`src/hw/tpe_regs.vh`:
```
// Purpose: Register offsets, field positions and reset values of the transmit
//          errored-packet insertion and transmit monitoring counter block.
// Assumes: 8-bit register port with byte addresses as listed below.
// Notes:   Definitions only.
`ifndef TPE_REGS_VH
`define TPE_REGS_VH

// ==========================================================================
// Register offsets
`define TPE_ADDR_W 8
`define TPE_OFS_TX_CTRL_LOW 8'hc4
`define TPE_OFS_ERRPKT_COUNT 8'hc6
`define TPE_OFS_ERRPKT_RATE 8'hc7
`define TPE_OFS_ERRINS_DONE_STATUS 8'hc8
`define TPE_OFS_ERRINS_DONE_LATCHED 8'hc9
`define TPE_OFS_ERRINS_DONE_IRQ_ENABLE 8'hca
`define TPE_OFS_TX_PACKET_COUNT_B0 8'hcc
`define TPE_OFS_TX_PACKET_COUNT_B1 8'hcd
`define TPE_OFS_TX_PACKET_COUNT_B2 8'hce
`define TPE_OFS_TX_BYTE_COUNT_B0 8'hd0
`define TPE_OFS_TX_BYTE_COUNT_B1 8'hd1
`define TPE_OFS_TX_BYTE_COUNT_B2 8'hd2
`define TPE_OFS_TX_BYTE_COUNT_B3 8'hd3
`define TPE_OFS_MANUAL_ERROR_INSERT 8'hd4
`define TPE_OFS_TX_MONITOR_UPDATE 8'hd6
`define TPE_OFS_TX_MONITOR_UPDATE_STATUS 8'hd7

// ==========================================================================
// Field positions
`define TPE_BIT_INITIATE 0
`define TPE_BIT_MODE_SEL 7
`define TPE_BIT_FLAG 0
`define TPE_RATE_X_HI 3
`define TPE_RATE_X_LO 0
`define TPE_RATE_Y_HI 6
`define TPE_RATE_Y_LO 4

// ==========================================================================
// Values
`define TPE_RST_BYTE 8'h00
`define TPE_TOTAL_CONTINUOUS 8'hff
`define TPE_RATE_Y_MAX 3'h6

`endif

```
`src/hw/tpe_tx_errins.v`:
```
// Purpose: Transmit errored-packet insertion sequencer, manual single error
//          insertion and transmit packet/byte monitoring counters.
// Assumes: Events from the transmit packet processor arrive on ref_clk as
//          one-cycle pulses; register port is synchronous to ref_clk.
// Notes:   Read data appears one cycle after the read strobe.
`timescale 1ns/1ps
`include "tpe_regs.vh"

module tpe_tx_errins #(
   parameter PKT_CNT_W = 24,
   parameter BYTE_CNT_W = 32
) (
   // Clock and reset
   input wire ref_clk,
   input wire rst,
   // Register port
   input wire [7:0] reg_addr,
   input wire [7:0] reg_wdata,
   input wire reg_wr,
   input wire reg_rd,
   output reg [7:0] reg_rdata,
   // Transmit path events
   input wire pkt_sent,
   input wire byte_sent,
   // Transmit path error control
   output reg auto_err_pkt,
   output reg manual_err,
   // Interrupt
   output wire irq
);

   // =======================================================================
   // Helpers
   // Powers of ten for the rate exponent; codes six and seven share the cap
   function [23:0] pow10;
      input [2:0] y;
      begin
         case (y)
            3'h0: pow10 = 24'h000001;
            3'h1: pow10 = 24'h00000a;
            3'h2: pow10 = 24'h000064;
            3'h3: pow10 = 24'h0003e8;
            3'h4: pow10 = 24'h002710;
            3'h5: pow10 = 24'h0186a0;
            default: pow10 = 24'h0f4240;
         endcase
      end
   endfunction

   // Register strobe decode; every register write uses wr_hit, rd_hit only the latched flag read
   function wr_hit;
      input [7:0] addr;
      input [7:0] ofs;
      input wr;
      begin
         wr_hit = wr && (addr == ofs);
      end
   endfunction

   function rd_hit;
      input [7:0] addr;
      input [7:0] ofs;
      input rd;
      begin
         rd_hit = rd && (addr == ofs);
      end
   endfunction

   // =======================================================================
   // Control registers
   reg [7:0] errored_packet_count_ctrl_q;
   reg [7:0] errored_packet_rate_ctrl_q;
   reg errins_finished_irq_en_q;
   reg manual_single_error_q;
   reg monitor_update_request_q;

   wire initiate_wr;
   wire [3:0] rate_x;
   wire [2:0] rate_y;
   wire manual_insert_mode_sel;

   // Initiate is a strobe, not a register, so nothing is stored for it
   assign initiate_wr = wr_hit(reg_addr, `TPE_OFS_TX_CTRL_LOW, reg_wr) &&
                        reg_wdata[`TPE_BIT_INITIATE];
   assign rate_x = errored_packet_rate_ctrl_q[`TPE_RATE_X_HI:`TPE_RATE_X_LO];
   assign rate_y = errored_packet_rate_ctrl_q[`TPE_RATE_Y_HI:`TPE_RATE_Y_LO];
   assign manual_insert_mode_sel = errored_packet_rate_ctrl_q[`TPE_BIT_MODE_SEL];

   // Spare bits of the one-bit registers are not stored and read as zero
   always @(posedge ref_clk or posedge rst) begin
      if (rst) begin
         errored_packet_count_ctrl_q <= `TPE_RST_BYTE;
         errored_packet_rate_ctrl_q <= `TPE_RST_BYTE;
         errins_finished_irq_en_q <= 1'b0;
         manual_single_error_q <= 1'b0;
         monitor_update_request_q <= 1'b0;
      end else begin
         if (wr_hit(reg_addr, `TPE_OFS_ERRPKT_COUNT, reg_wr)) begin
            errored_packet_count_ctrl_q <= reg_wdata;
         end
         if (wr_hit(reg_addr, `TPE_OFS_ERRPKT_RATE, reg_wr)) begin
            errored_packet_rate_ctrl_q <= reg_wdata;
         end
         if (wr_hit(reg_addr, `TPE_OFS_ERRINS_DONE_IRQ_ENABLE, reg_wr)) begin
            errins_finished_irq_en_q <= reg_wdata[`TPE_BIT_FLAG];
         end
         if (wr_hit(reg_addr, `TPE_OFS_MANUAL_ERROR_INSERT, reg_wr)) begin
            manual_single_error_q <= reg_wdata[`TPE_BIT_FLAG];
         end
         if (wr_hit(reg_addr, `TPE_OFS_TX_MONITOR_UPDATE, reg_wr)) begin
            monitor_update_request_q <= reg_wdata[`TPE_BIT_FLAG];
         end
      end
   end

   // =======================================================================
   // Automatic errored-packet insertion
   reg active_q;
   reg [23:0] period_cnt_q;
   reg [7:0] inserted_q;
   reg errins_finished_q;
   reg errins_finished_latched_q;

   wire [23:0] period;
   wire ins_disabled;
   wire period_hit;
   wire [7:0] inserted_next;
   wire latched_rd;

   // x is at most 15 and 10^y at most 10^6, so the product fits in 24 bits
   assign period = rate_x * pow10(rate_y);
   assign ins_disabled = (rate_x == 4'h0);
   // At or above one less than the period, so lowering the rate mid-run cannot overrun
   assign period_hit = (period_cnt_q >= period - 24'h000001);
   assign inserted_next = inserted_q + 8'h01;
   assign latched_rd = rd_hit(reg_addr, `TPE_OFS_ERRINS_DONE_LATCHED, reg_rd);

   always @(posedge ref_clk or posedge rst) begin
      if (rst) begin
         active_q <= 1'b0;
         period_cnt_q <= 24'h000000;
         inserted_q <= 8'h00;
         errins_finished_q <= 1'b0;
         auto_err_pkt <= 1'b0;
      end else begin
         auto_err_pkt <= 1'b0;
         if (initiate_wr) begin
            active_q <= 1'b1;
            period_cnt_q <= 24'h000000;
            inserted_q <= 8'h00;
            errins_finished_q <= 1'b0;
         end else if (ins_disabled) begin
            active_q <= 1'b0;
            period_cnt_q <= 24'h000000;
            errins_finished_q <= 1'b0;
         end else if (active_q && pkt_sent) begin
            if (period_hit) begin
               auto_err_pkt <= 1'b1;
               period_cnt_q <= 24'h000000;
               if (errored_packet_count_ctrl_q != `TPE_TOTAL_CONTINUOUS) begin
                  inserted_q <= inserted_next;
                  if (inserted_next >= errored_packet_count_ctrl_q) begin
                     active_q <= 1'b0;
                     errins_finished_q <= 1'b1;
                  end
               end
            end else begin
               period_cnt_q <= period_cnt_q + 24'h000001;
            end
         end
      end
   end

   // Latched flag: a fresh rise in the read cycle wins over the clear
   reg finished_prev_q;

   always @(posedge ref_clk or posedge rst) begin
      if (rst) begin
         finished_prev_q <= 1'b0;
         errins_finished_latched_q <= 1'b0;
      end else begin
         finished_prev_q <= errins_finished_q;
         if (errins_finished_q && !finished_prev_q) begin
            errins_finished_latched_q <= 1'b1;
         end else if (latched_rd) begin
            errins_finished_latched_q <= 1'b0;
         end
      end
   end

   assign irq = errins_finished_latched_q && errins_finished_irq_en_q;

   // =======================================================================
   // Manual single error insertion
   reg manual_prev_q;

   always @(posedge ref_clk or posedge rst) begin
      if (rst) begin
         manual_prev_q <= 1'b0;
         manual_err <= 1'b0;
      end else begin
         manual_prev_q <= manual_single_error_q;
         // Independent of the automatic sequence, which keeps running
         manual_err <= manual_single_error_q && !manual_prev_q &&
                       manual_insert_mode_sel;
      end
   end

   // =======================================================================
   // Monitoring counters and snapshot
   // Running counters wrap silently; software must update often enough
   reg [PKT_CNT_W-1:0] pkt_run_q;
   reg [BYTE_CNT_W-1:0] byte_run_q;
   reg [PKT_CNT_W-1:0] sent_packet_count_q;
   reg [BYTE_CNT_W-1:0] sent_byte_count_q;
   reg update_prev_q;
   reg update_pend_q;
   reg monitor_update_done_q;

   wire update_rise;

   assign update_rise = monitor_update_request_q && !update_prev_q;

   always @(posedge ref_clk or posedge rst) begin
      if (rst) begin
         pkt_run_q <= {PKT_CNT_W{1'b0}};
         byte_run_q <= {BYTE_CNT_W{1'b0}};
         sent_packet_count_q <= {PKT_CNT_W{1'b0}};
         sent_byte_count_q <= {BYTE_CNT_W{1'b0}};
         update_prev_q <= 1'b0;
         update_pend_q <= 1'b0;
         monitor_update_done_q <= 1'b0;
      end else begin
         update_prev_q <= monitor_update_request_q;
         if (update_rise) begin
            // An event in the snapshot cycle seeds the new count, so none is lost
            sent_packet_count_q <= pkt_run_q;
            sent_byte_count_q <= byte_run_q;
            pkt_run_q <= {{(PKT_CNT_W-1){1'b0}}, pkt_sent};
            byte_run_q <= {{(BYTE_CNT_W-1){1'b0}}, byte_sent};
         end else begin
            // Snapshots are only written above, so multi-byte reads stay coherent
            if (pkt_sent) begin
               pkt_run_q <= pkt_run_q + {{(PKT_CNT_W-1){1'b0}}, 1'b1};
            end
            if (byte_sent) begin
               byte_run_q <= byte_run_q + {{(BYTE_CNT_W-1){1'b0}}, 1'b1};
            end
         end
         // Done follows the snapshot by one cycle so software never sees it early
         update_pend_q <= update_rise;
         if (!monitor_update_request_q) begin
            monitor_update_done_q <= 1'b0;
         end else if (update_pend_q) begin
            monitor_update_done_q <= 1'b1;
         end
      end
   end

   // =======================================================================
   // Read data
   // Zero-extend without a replication, which would be empty at full width
   reg [31:0] pkt_ext;
   reg [31:0] byte_ext;
   reg [7:0] rdata_d;
   wire [7:0] pkt_lane [0:2];
   wire [7:0] byte_lane [0:3];
   genvar lane;

   always @* begin
      pkt_ext = 32'h00000000;
      pkt_ext[PKT_CNT_W-1:0] = sent_packet_count_q;
   end

   always @* begin
      byte_ext = 32'h00000000;
      byte_ext[BYTE_CNT_W-1:0] = sent_byte_count_q;
   end

   generate
      for (lane = 0; lane < 3; lane = lane + 1) begin : g_pkt_lane
         assign pkt_lane[lane] = pkt_ext[8*lane +: 8];
      end
      for (lane = 0; lane < 4; lane = lane + 1) begin : g_byte_lane
         assign byte_lane[lane] = byte_ext[8*lane +: 8];
      end
   endgenerate

   // Decode is combinational; only the registered copy reaches the port
   always @* begin
      case (reg_addr)
         // Initiate bit has no stored state and reads zero
         `TPE_OFS_TX_CTRL_LOW: rdata_d = 8'h00;
         `TPE_OFS_ERRPKT_COUNT: rdata_d = errored_packet_count_ctrl_q;
         `TPE_OFS_ERRPKT_RATE: rdata_d = errored_packet_rate_ctrl_q;
         `TPE_OFS_ERRINS_DONE_STATUS: rdata_d = {7'h00, errins_finished_q};
         `TPE_OFS_ERRINS_DONE_LATCHED: rdata_d = {7'h00, errins_finished_latched_q};
         `TPE_OFS_ERRINS_DONE_IRQ_ENABLE: rdata_d = {7'h00, errins_finished_irq_en_q};
         // Snapshot bytes, lowest byte at the lowest address
         `TPE_OFS_TX_PACKET_COUNT_B0: rdata_d = pkt_lane[0];
         `TPE_OFS_TX_PACKET_COUNT_B1: rdata_d = pkt_lane[1];
         `TPE_OFS_TX_PACKET_COUNT_B2: rdata_d = pkt_lane[2];
         `TPE_OFS_TX_BYTE_COUNT_B0: rdata_d = byte_lane[0];
         `TPE_OFS_TX_BYTE_COUNT_B1: rdata_d = byte_lane[1];
         `TPE_OFS_TX_BYTE_COUNT_B2: rdata_d = byte_lane[2];
         `TPE_OFS_TX_BYTE_COUNT_B3: rdata_d = byte_lane[3];
         `TPE_OFS_MANUAL_ERROR_INSERT: rdata_d = {7'h00, manual_single_error_q};
         `TPE_OFS_TX_MONITOR_UPDATE: rdata_d = {7'h00, monitor_update_request_q};
         `TPE_OFS_TX_MONITOR_UPDATE_STATUS: rdata_d = {7'h00, monitor_update_done_q};
         default: rdata_d = 8'h00;
      endcase
   end

   always @(posedge ref_clk or posedge rst) begin
      if (rst) begin
         reg_rdata <= `TPE_RST_BYTE;
      end else if (reg_rd) begin
         reg_rdata <= rdata_d;
      end
   end

endmodule // tpe_tx_errins

```
`config.mk`:
```
export PLATFORM = sky130hd
export DESIGN_NAME = tpe_tx_errins
export DESIGN_NICKNAME = d
export VERILOG_FILES = /design/src/hw/tpe_tx_errins.v
export VERILOG_INCLUDE_DIRS = /design/src /design/src/hw
export SDC_FILE = /design/constraint.sdc
export NUM_CORES = 1
export LEC_CHECK = 0
export BUFFER_PORTS_ARGS = -buffer_cell sky130_fd_sc_hd__buf_2
export CAP_MARGIN = 20
export CORE_MARGIN = 2
export CORE_UTILIZATION = 35
export CTS_CLUSTER_DIAMETER = 150
export DETAILED_ROUTE_END_ITERATION = 12
export PLACE_DENSITY = 0.49
export REMOVE_ABC_BUFFERS = 1
export SETUP_SLACK_MARGIN = 0.02
export SLEW_MARGIN = 10
export SYNTH_ARGS = -nofsm -noshare
export SYNTH_HDL_FRONTEND = slang
export SYNTH_SLANG_ARGS = --single-unit
```
`constraint.sdc`:
```
create_clock -name ref_clk -period 7.1 [get_ports ref_clk]
set_input_delay 0.71 -clock ref_clk [delete_from_list [all_inputs] [get_ports ref_clk]]
set_output_delay 0.71 -clock ref_clk [all_outputs]
set_load 0.01 [all_outputs]
```
# Yosys cells after proc, flatten, opt, wreduce, memory -nomap -nowiden
# Cells that the tools add are included.
# totals
in_bits,22
regBits,181
word_cells,120
out_inout_bits,11
# classes
n_reduce_logical,31
mul,1
n_eq_ne,24
magnitude_cmp,2
mux,35
add_sub_neg,5
# ops
cell,count
24-bit 2-to-1 mux,6
8-bit == test (second input constant),16
20-bit case mux with 6 select lines,1
8-bit case mux with 15 select lines,1
32-bit 2-to-1 mux,2
24-bit by 1-bit adder with 24-bit output (second input constant),2
8-bit 2-to-1 mux,5
32-bit by 1-bit adder with 32-bit output (second input constant),1
24-bit greater-or-equal comparator,1
4-bit by 24-bit multiplier with 24-bit output,1
24-bit by 1-bit subtractor with 24-bit output (second input constant),1
1-bit 2-to-1 mux,20
1-bit logical AND,14
2-bit nonzero test,6
3-bit nonzero test,4
8-bit by 1-bit adder with 8-bit output (second input constant),1
8-bit greater-or-equal comparator,1
8-bit != test (second input constant),1
4-bit AND reduction,2
3-bit by 2-bit == test with 1-bit output (second input constant),2
3-bit == test (second input constant),2
4-bit zero test,1
3-bit by 1-bit == test with 1-bit output (second input constant),1
1-bit zero test,3
3 further kinds,3

# Logic depth before layout (Yosys ltp)
# logic_depth
word_depth,9
depth_mapped,28
ltp_nobuf,24

# Worst setup path after synthesis
# Ideal clock, no wire load.
# synth_timing
path_kind,flip-flop to flip-flop
start,register errored_packet_rate_ctrl_q[5]
end,register period_cnt_q[6]
setup_time_ns,0.119
period_less_slack_ns,5.925
setup_slack_ns,1.175
stages_incl_launch_ff,28
t_arrival_ns,5.806
cell_sequence,dfrtp_1 > clkbuf_1 > nor2b_1 > clkbuf_1 > nand2_1 > or2_2 > ha_1 > inv_1 > fa_1 > inv_1 > fa_1 > inv_1 > ha_1 > a211o_1 > o221a_2 > nand3_1 > a311oi_1 > a211oi_1 > xor2_1 > ha_1 > and4_1 > and4_1 > nand2_1 > o211a_4 > buf_6 > o21ai_4 > buf_4 > nor2_1
# synth_via
elab_chain_len,9
# synth_lines
item,line_no,source
start: declaration,tpe_tx_errins.v:72,reg [7:0] errored_packet_rate_ctrl_q;
start signal: assignment,tpe_tx_errins.v:93,errored_packet_rate_ctrl_q <= `TPE_RST_BYTE;
start signal: assignment,tpe_tx_errins.v:102,errored_packet_rate_ctrl_q <= reg_wdata;
"3-bit == test, or another cell as far along",tpe_tx_errins.v:38,case (y)
20-bit case mux with 6 select lines *,tpe_tx_errins.v:38,
4-bit by 24-bit multiplier with 24-bit output *,tpe_tx_errins.v:131,assign period = rate_x * pow10(rate_y);
24-bit by 1-bit subtractor with 24-bit output *,tpe_tx_errins.v:134,assign period_hit = (period_cnt_q >= period - 24'h000001);
24-bit greater-or-equal comparator *,tpe_tx_errins.v:134,
24-bit 2-to-1 mux *,tpe_tx_errins.v:157,if (period_hit) begin
24-bit 2-to-1 mux *,tpe_tx_errins.v:156,end else if (active_q && pkt_sent) begin
24-bit 2-to-1 mux *,tpe_tx_errins.v:152,end else if (ins_disabled) begin
24-bit 2-to-1 mux *,tpe_tx_errins.v:147,if (initiate_wr) begin
end signal: assignment,tpe_tx_errins.v:168,period_cnt_q <= period_cnt_q + 24'h000001;
end: declaration,tpe_tx_errins.v:119,reg [23:0] period_cnt_q;
# Mark *: on every way between the ends. The rest lies on a longest branch, timed or not. The select of a mux whose other input is x is not followed.
# A chain may end at the register's enable or synchronous reset.

# Final worst setup path
# layout_timing
start,register errored_packet_rate_ctrl_q[5]
end,register inserted_q[5]
# layout_via
elab_chain_len,7
# layout_lines
item,line_no,source
"3-bit == test, or another cell as far along",tpe_tx_errins.v:38,
20-bit case mux with 6 select lines *,tpe_tx_errins.v:38,
4-bit by 24-bit multiplier with 24-bit output *,tpe_tx_errins.v:131,
24-bit by 1-bit subtractor with 24-bit output *,tpe_tx_errins.v:134,
24-bit greater-or-equal comparator *,tpe_tx_errins.v:134,
2-bit nonzero test (no line) *,n/a,
4-bit AND reduction (no line) *,n/a,
end signal: assignment,tpe_tx_errins.v:161,inserted_q <= inserted_next;
end: declaration,tpe_tx_errins.v:120,reg [7:0] inserted_q;
# Mark *: on every way between the ends. The rest lies on a longest branch, timed or not.

==> qor.yml <==
synth.area.top_cells: "sky130_fd_sc_hd__dfrtp_1, sky130_fd_sc_hd__ha_1, sky130_fd_sc_hd__nand2_1, sky130_fd_sc_hd__fa_1, sky130_fd_sc_hd__xor2_1"
worstPathMaxFanout: 26
layout.nets: 1520
syn_area_per_cell_um2: 8.81
numPlacedInstances: 1820
period_minus_slack_ps: 6360
setup-violations-final: 0
critical_path.cell_chain: "nor2b_2, nand2_1, or2_2, ha_1, inv_1, fa_1, inv_1, fa_1, inv_1, ha_1, a211o_1, o221a_2, nand3_1, a31oi_1, mux2i_1, o2111ai_1, ha_1, and3_1, and4_1, nand2_1, o211a_4, or4_1, a21oi_1"
asyncSetResetFlopFracSynth: 1.00
first_global_vias: 9643
netlist.area_leader.share: 0.373
core_um2: 34400
drtIter0Drc: 589
port_buf_inserts: 32
setup_total_negative_slack_ps: 0
yosysSeqAreaShare: 0.373
worst-slew-pin-transition_ps: 858
cell_area_after_synthesis_um2: 12200
drt_first_pass_iters: 7
number_of_i_o_pins: 33
final_hold_viol_count: 0
clkSlewWorstSetupHoldPaths_ps: 80
root_buffer: "sky130_fd_sc_hd__clkbuf_16"
number_of_vias_in_the_routed_layout: 9520
postRouteWirelength_mm: 30.9
status: "completed"
dp_hpwl_mm: 22.6
irDropWorstVdd_mv: 0.139
final_core_util: 0.387
drc: 0
drv_slew: 0
launching_element_type_of_the_critical_path: "flip-flop"
drive_above_1_share: 0.0881
antenna_found_initial: 1
floorplan.initialDensity: 0.354
tritoncts: "built"
critPathSlowestCell: "sky130_fd_sc_hd__fa_1"
first_pass_grt_wire_length_mm: 52.0
die_w_um: 190
cts-root-to-sink-buffers: 2
cp_arrival_ps: 6730
largest_net_degree_at_the_start_of_global_routing: 118
netlist.top_cell.by_area: "sky130_fd_sc_hd__dfrtp_1"
pwr_density_cell_nw_per_um2: 190
final_common_cell: "sky130_fd_sc_hd__nand2_1"
drt.antenna.violating_nets: 0
stdcell_count: 1852
rsz0062_at_grt: "no"
max_freq_mhz: 157
timing.final.crit_share: 0.896
grt.total_usage: 0.180
row_count: 68
route.detailed.vias_per_inst: 5.14
cts_inserted_buffers: 17
synth.yosys.warnings: 0
worst_slack_after_detailed_placement_ps: 641
setup_slack_ps: 736
gr-total-overflow: 0
num-fill-cells: 3557
clock-skew-final_ps: 18.7
endpoint_kind_of_the_worst_setup_timing_path: "flip-flop"
crit_required_ps: 7470
holdCritPathClass: "flip-flop to flip-flop"
gate_count_after_technology_mapping: 1380
mostFrequentLayoutCells: "sky130_fd_sc_hd__nand2_1, sky130_fd_sc_hd__dfrtp_1, sky130_fd_sc_hd__inv_1"
synthDistinctLibCells: 72
routedWlPerCell_um: 16.7
die_height_um: 190
critical_path.max_stage_delay_ps: 530
floorplan.die_area_um2: 36200
synth_ff_type: "sky130_fd_sc_hd__dfrtp_1"
clk-insertion-delay-late_ps: 450
cap_viol_max_count: 0
area.growth.synth_to_final_pct: 9.42
multi_input_area_um2: 6960
number_of_synthesized_flops_with_an_enable_pin: 0
register_area_um2: 4530
leakagePower_nw: 6.55
critical_path_class: "flip-flop to flip-flop"
number_of_register_bits_inferred_by_synthesis: 181
post_cts_buffers: 0
finalHoldWorstSlack_ps: 394
worst_slew_margin_relative_to_its_limit: 0.427
globalplace.congestion: 0.814
cts_max_level: 4
numClockSinks: 181
[repair_timing]
item                                    in CTS  in global routing
hold buffers                                 0                  0
endpoints found under the setup margin       0                 16
hold endpoints to repair                     0                  0
resized for setup                            0                  1
[per-layer routing]
layer	share of wire	global-route usage	routed length, um
met1	0.47	0.235	14400
met2	0.50	0.316	15500
met3	0.021	0.0237	640
met4	0.012	0.0414	382
met5	0	0	0
[area by class of cell]
cell class,instances,area share
Inverter,117,0.0337
Sequential cell,181,0.341
Multi-Input combinational cell,1027,0.523
Timing Repair Buffer,40,0.0166
Clock inverter,11,0.00941
Antenna cell,1,0.000188
Clock buffer,20,0.0336
Tap cell,455,0.0428
[synthesized netlist by cell type, drive strengths merged (10+ instances only)]
master	instances
a21oi	47
a31oi	12
and2	15
and3	33
and4	13
buf	13
clkbuf	42
dfrtp	181
fa	31
ha	83
inv	117
mux2	23
mux2i	16
nand2	277
nand2b	10
nand3	54
nand4	25
nor2	105
nor2b	16
nor3	15
o21ai	41
or3	11
xnor2	28
xor2	59
[worst paths after layout]
check	start	to	slack, ps	depth (start not counted)
max	errored_packet_rate_ctrl_q[5]$_DFFE_PP0P_	inserted_q[5]$_DFFE_PP0P_	740	23
min	manual_prev_q$_DFF_PP0_	manual_err$_DFF_PP0_	390	1
min reg2reg	manual_prev_q$_DFF_PP0_	manual_err$_DFF_PP0_	390	1
max in group asynchronous	rst	byte_run_q[11]$_DFFE_PP0P_	5230	3
max reg2reg	errored_packet_rate_ctrl_q[5]$_DFFE_PP0P_	inserted_q[5]$_DFFE_PP0P_	740	23
min in group asynchronous	rst	errored_packet_rate_ctrl_q[2]$_DFFE_PP0P_	410	2
[cell families after synthesis]
family,share of synthesized area
and+or+nand+nor,0.236
AOI/OAI and AO/OA,0.102
DFF,0.373
buffers and inverters,0.0558
adders and majority gates,0.137
xor gates and xnor gates,0.0627
muxes,0.0345
[per-stage QoR]
stage | total power, mW | instance area [um2]
5_1_grt | 2.67 | 13300
4_1_cts | 2.56 | 13300
3_3_place_gp | 1.60 | 12700
2_1_floorplan | 1.47 | 11900
6_report | 2.53 | 13300
3_5_place_dp | 1.60 | 12700
[flip-flops by register name, indices dropped and copies added (netlist names), 8 cells and up]
| register | count |
|---|---|
| reg_rdata | 8 |
| sent_packet_count_q | 24 |
| errored_packet_rate_ctrl_q | 8 |
| pkt_run_q | 24 |
| errored_packet_count_ctrl_q | 8 |
| byte_ext | 32 |
| period_cnt_q | 24 |
| byte_run_q | 32 |
| inserted_q | 8 |
[worst max-delay path: cells and delay by family, from the launching register on]
kind	cells	cell delay [ps]
fa+ha+maj	5	2060
simple gates	8	1980
compound gates	6	1470
flops	1	390
mux	1	240
buf+inv	3	140
[report_power, final]
part	internal [mW]	switching (mW)	total, mW
combinational	0.156	0.239	0.394
sequential	1.10	0.0810	1.19
clock	0.528	0.421	0.949
No activity file was read; power rests on OpenSTA's default activity.
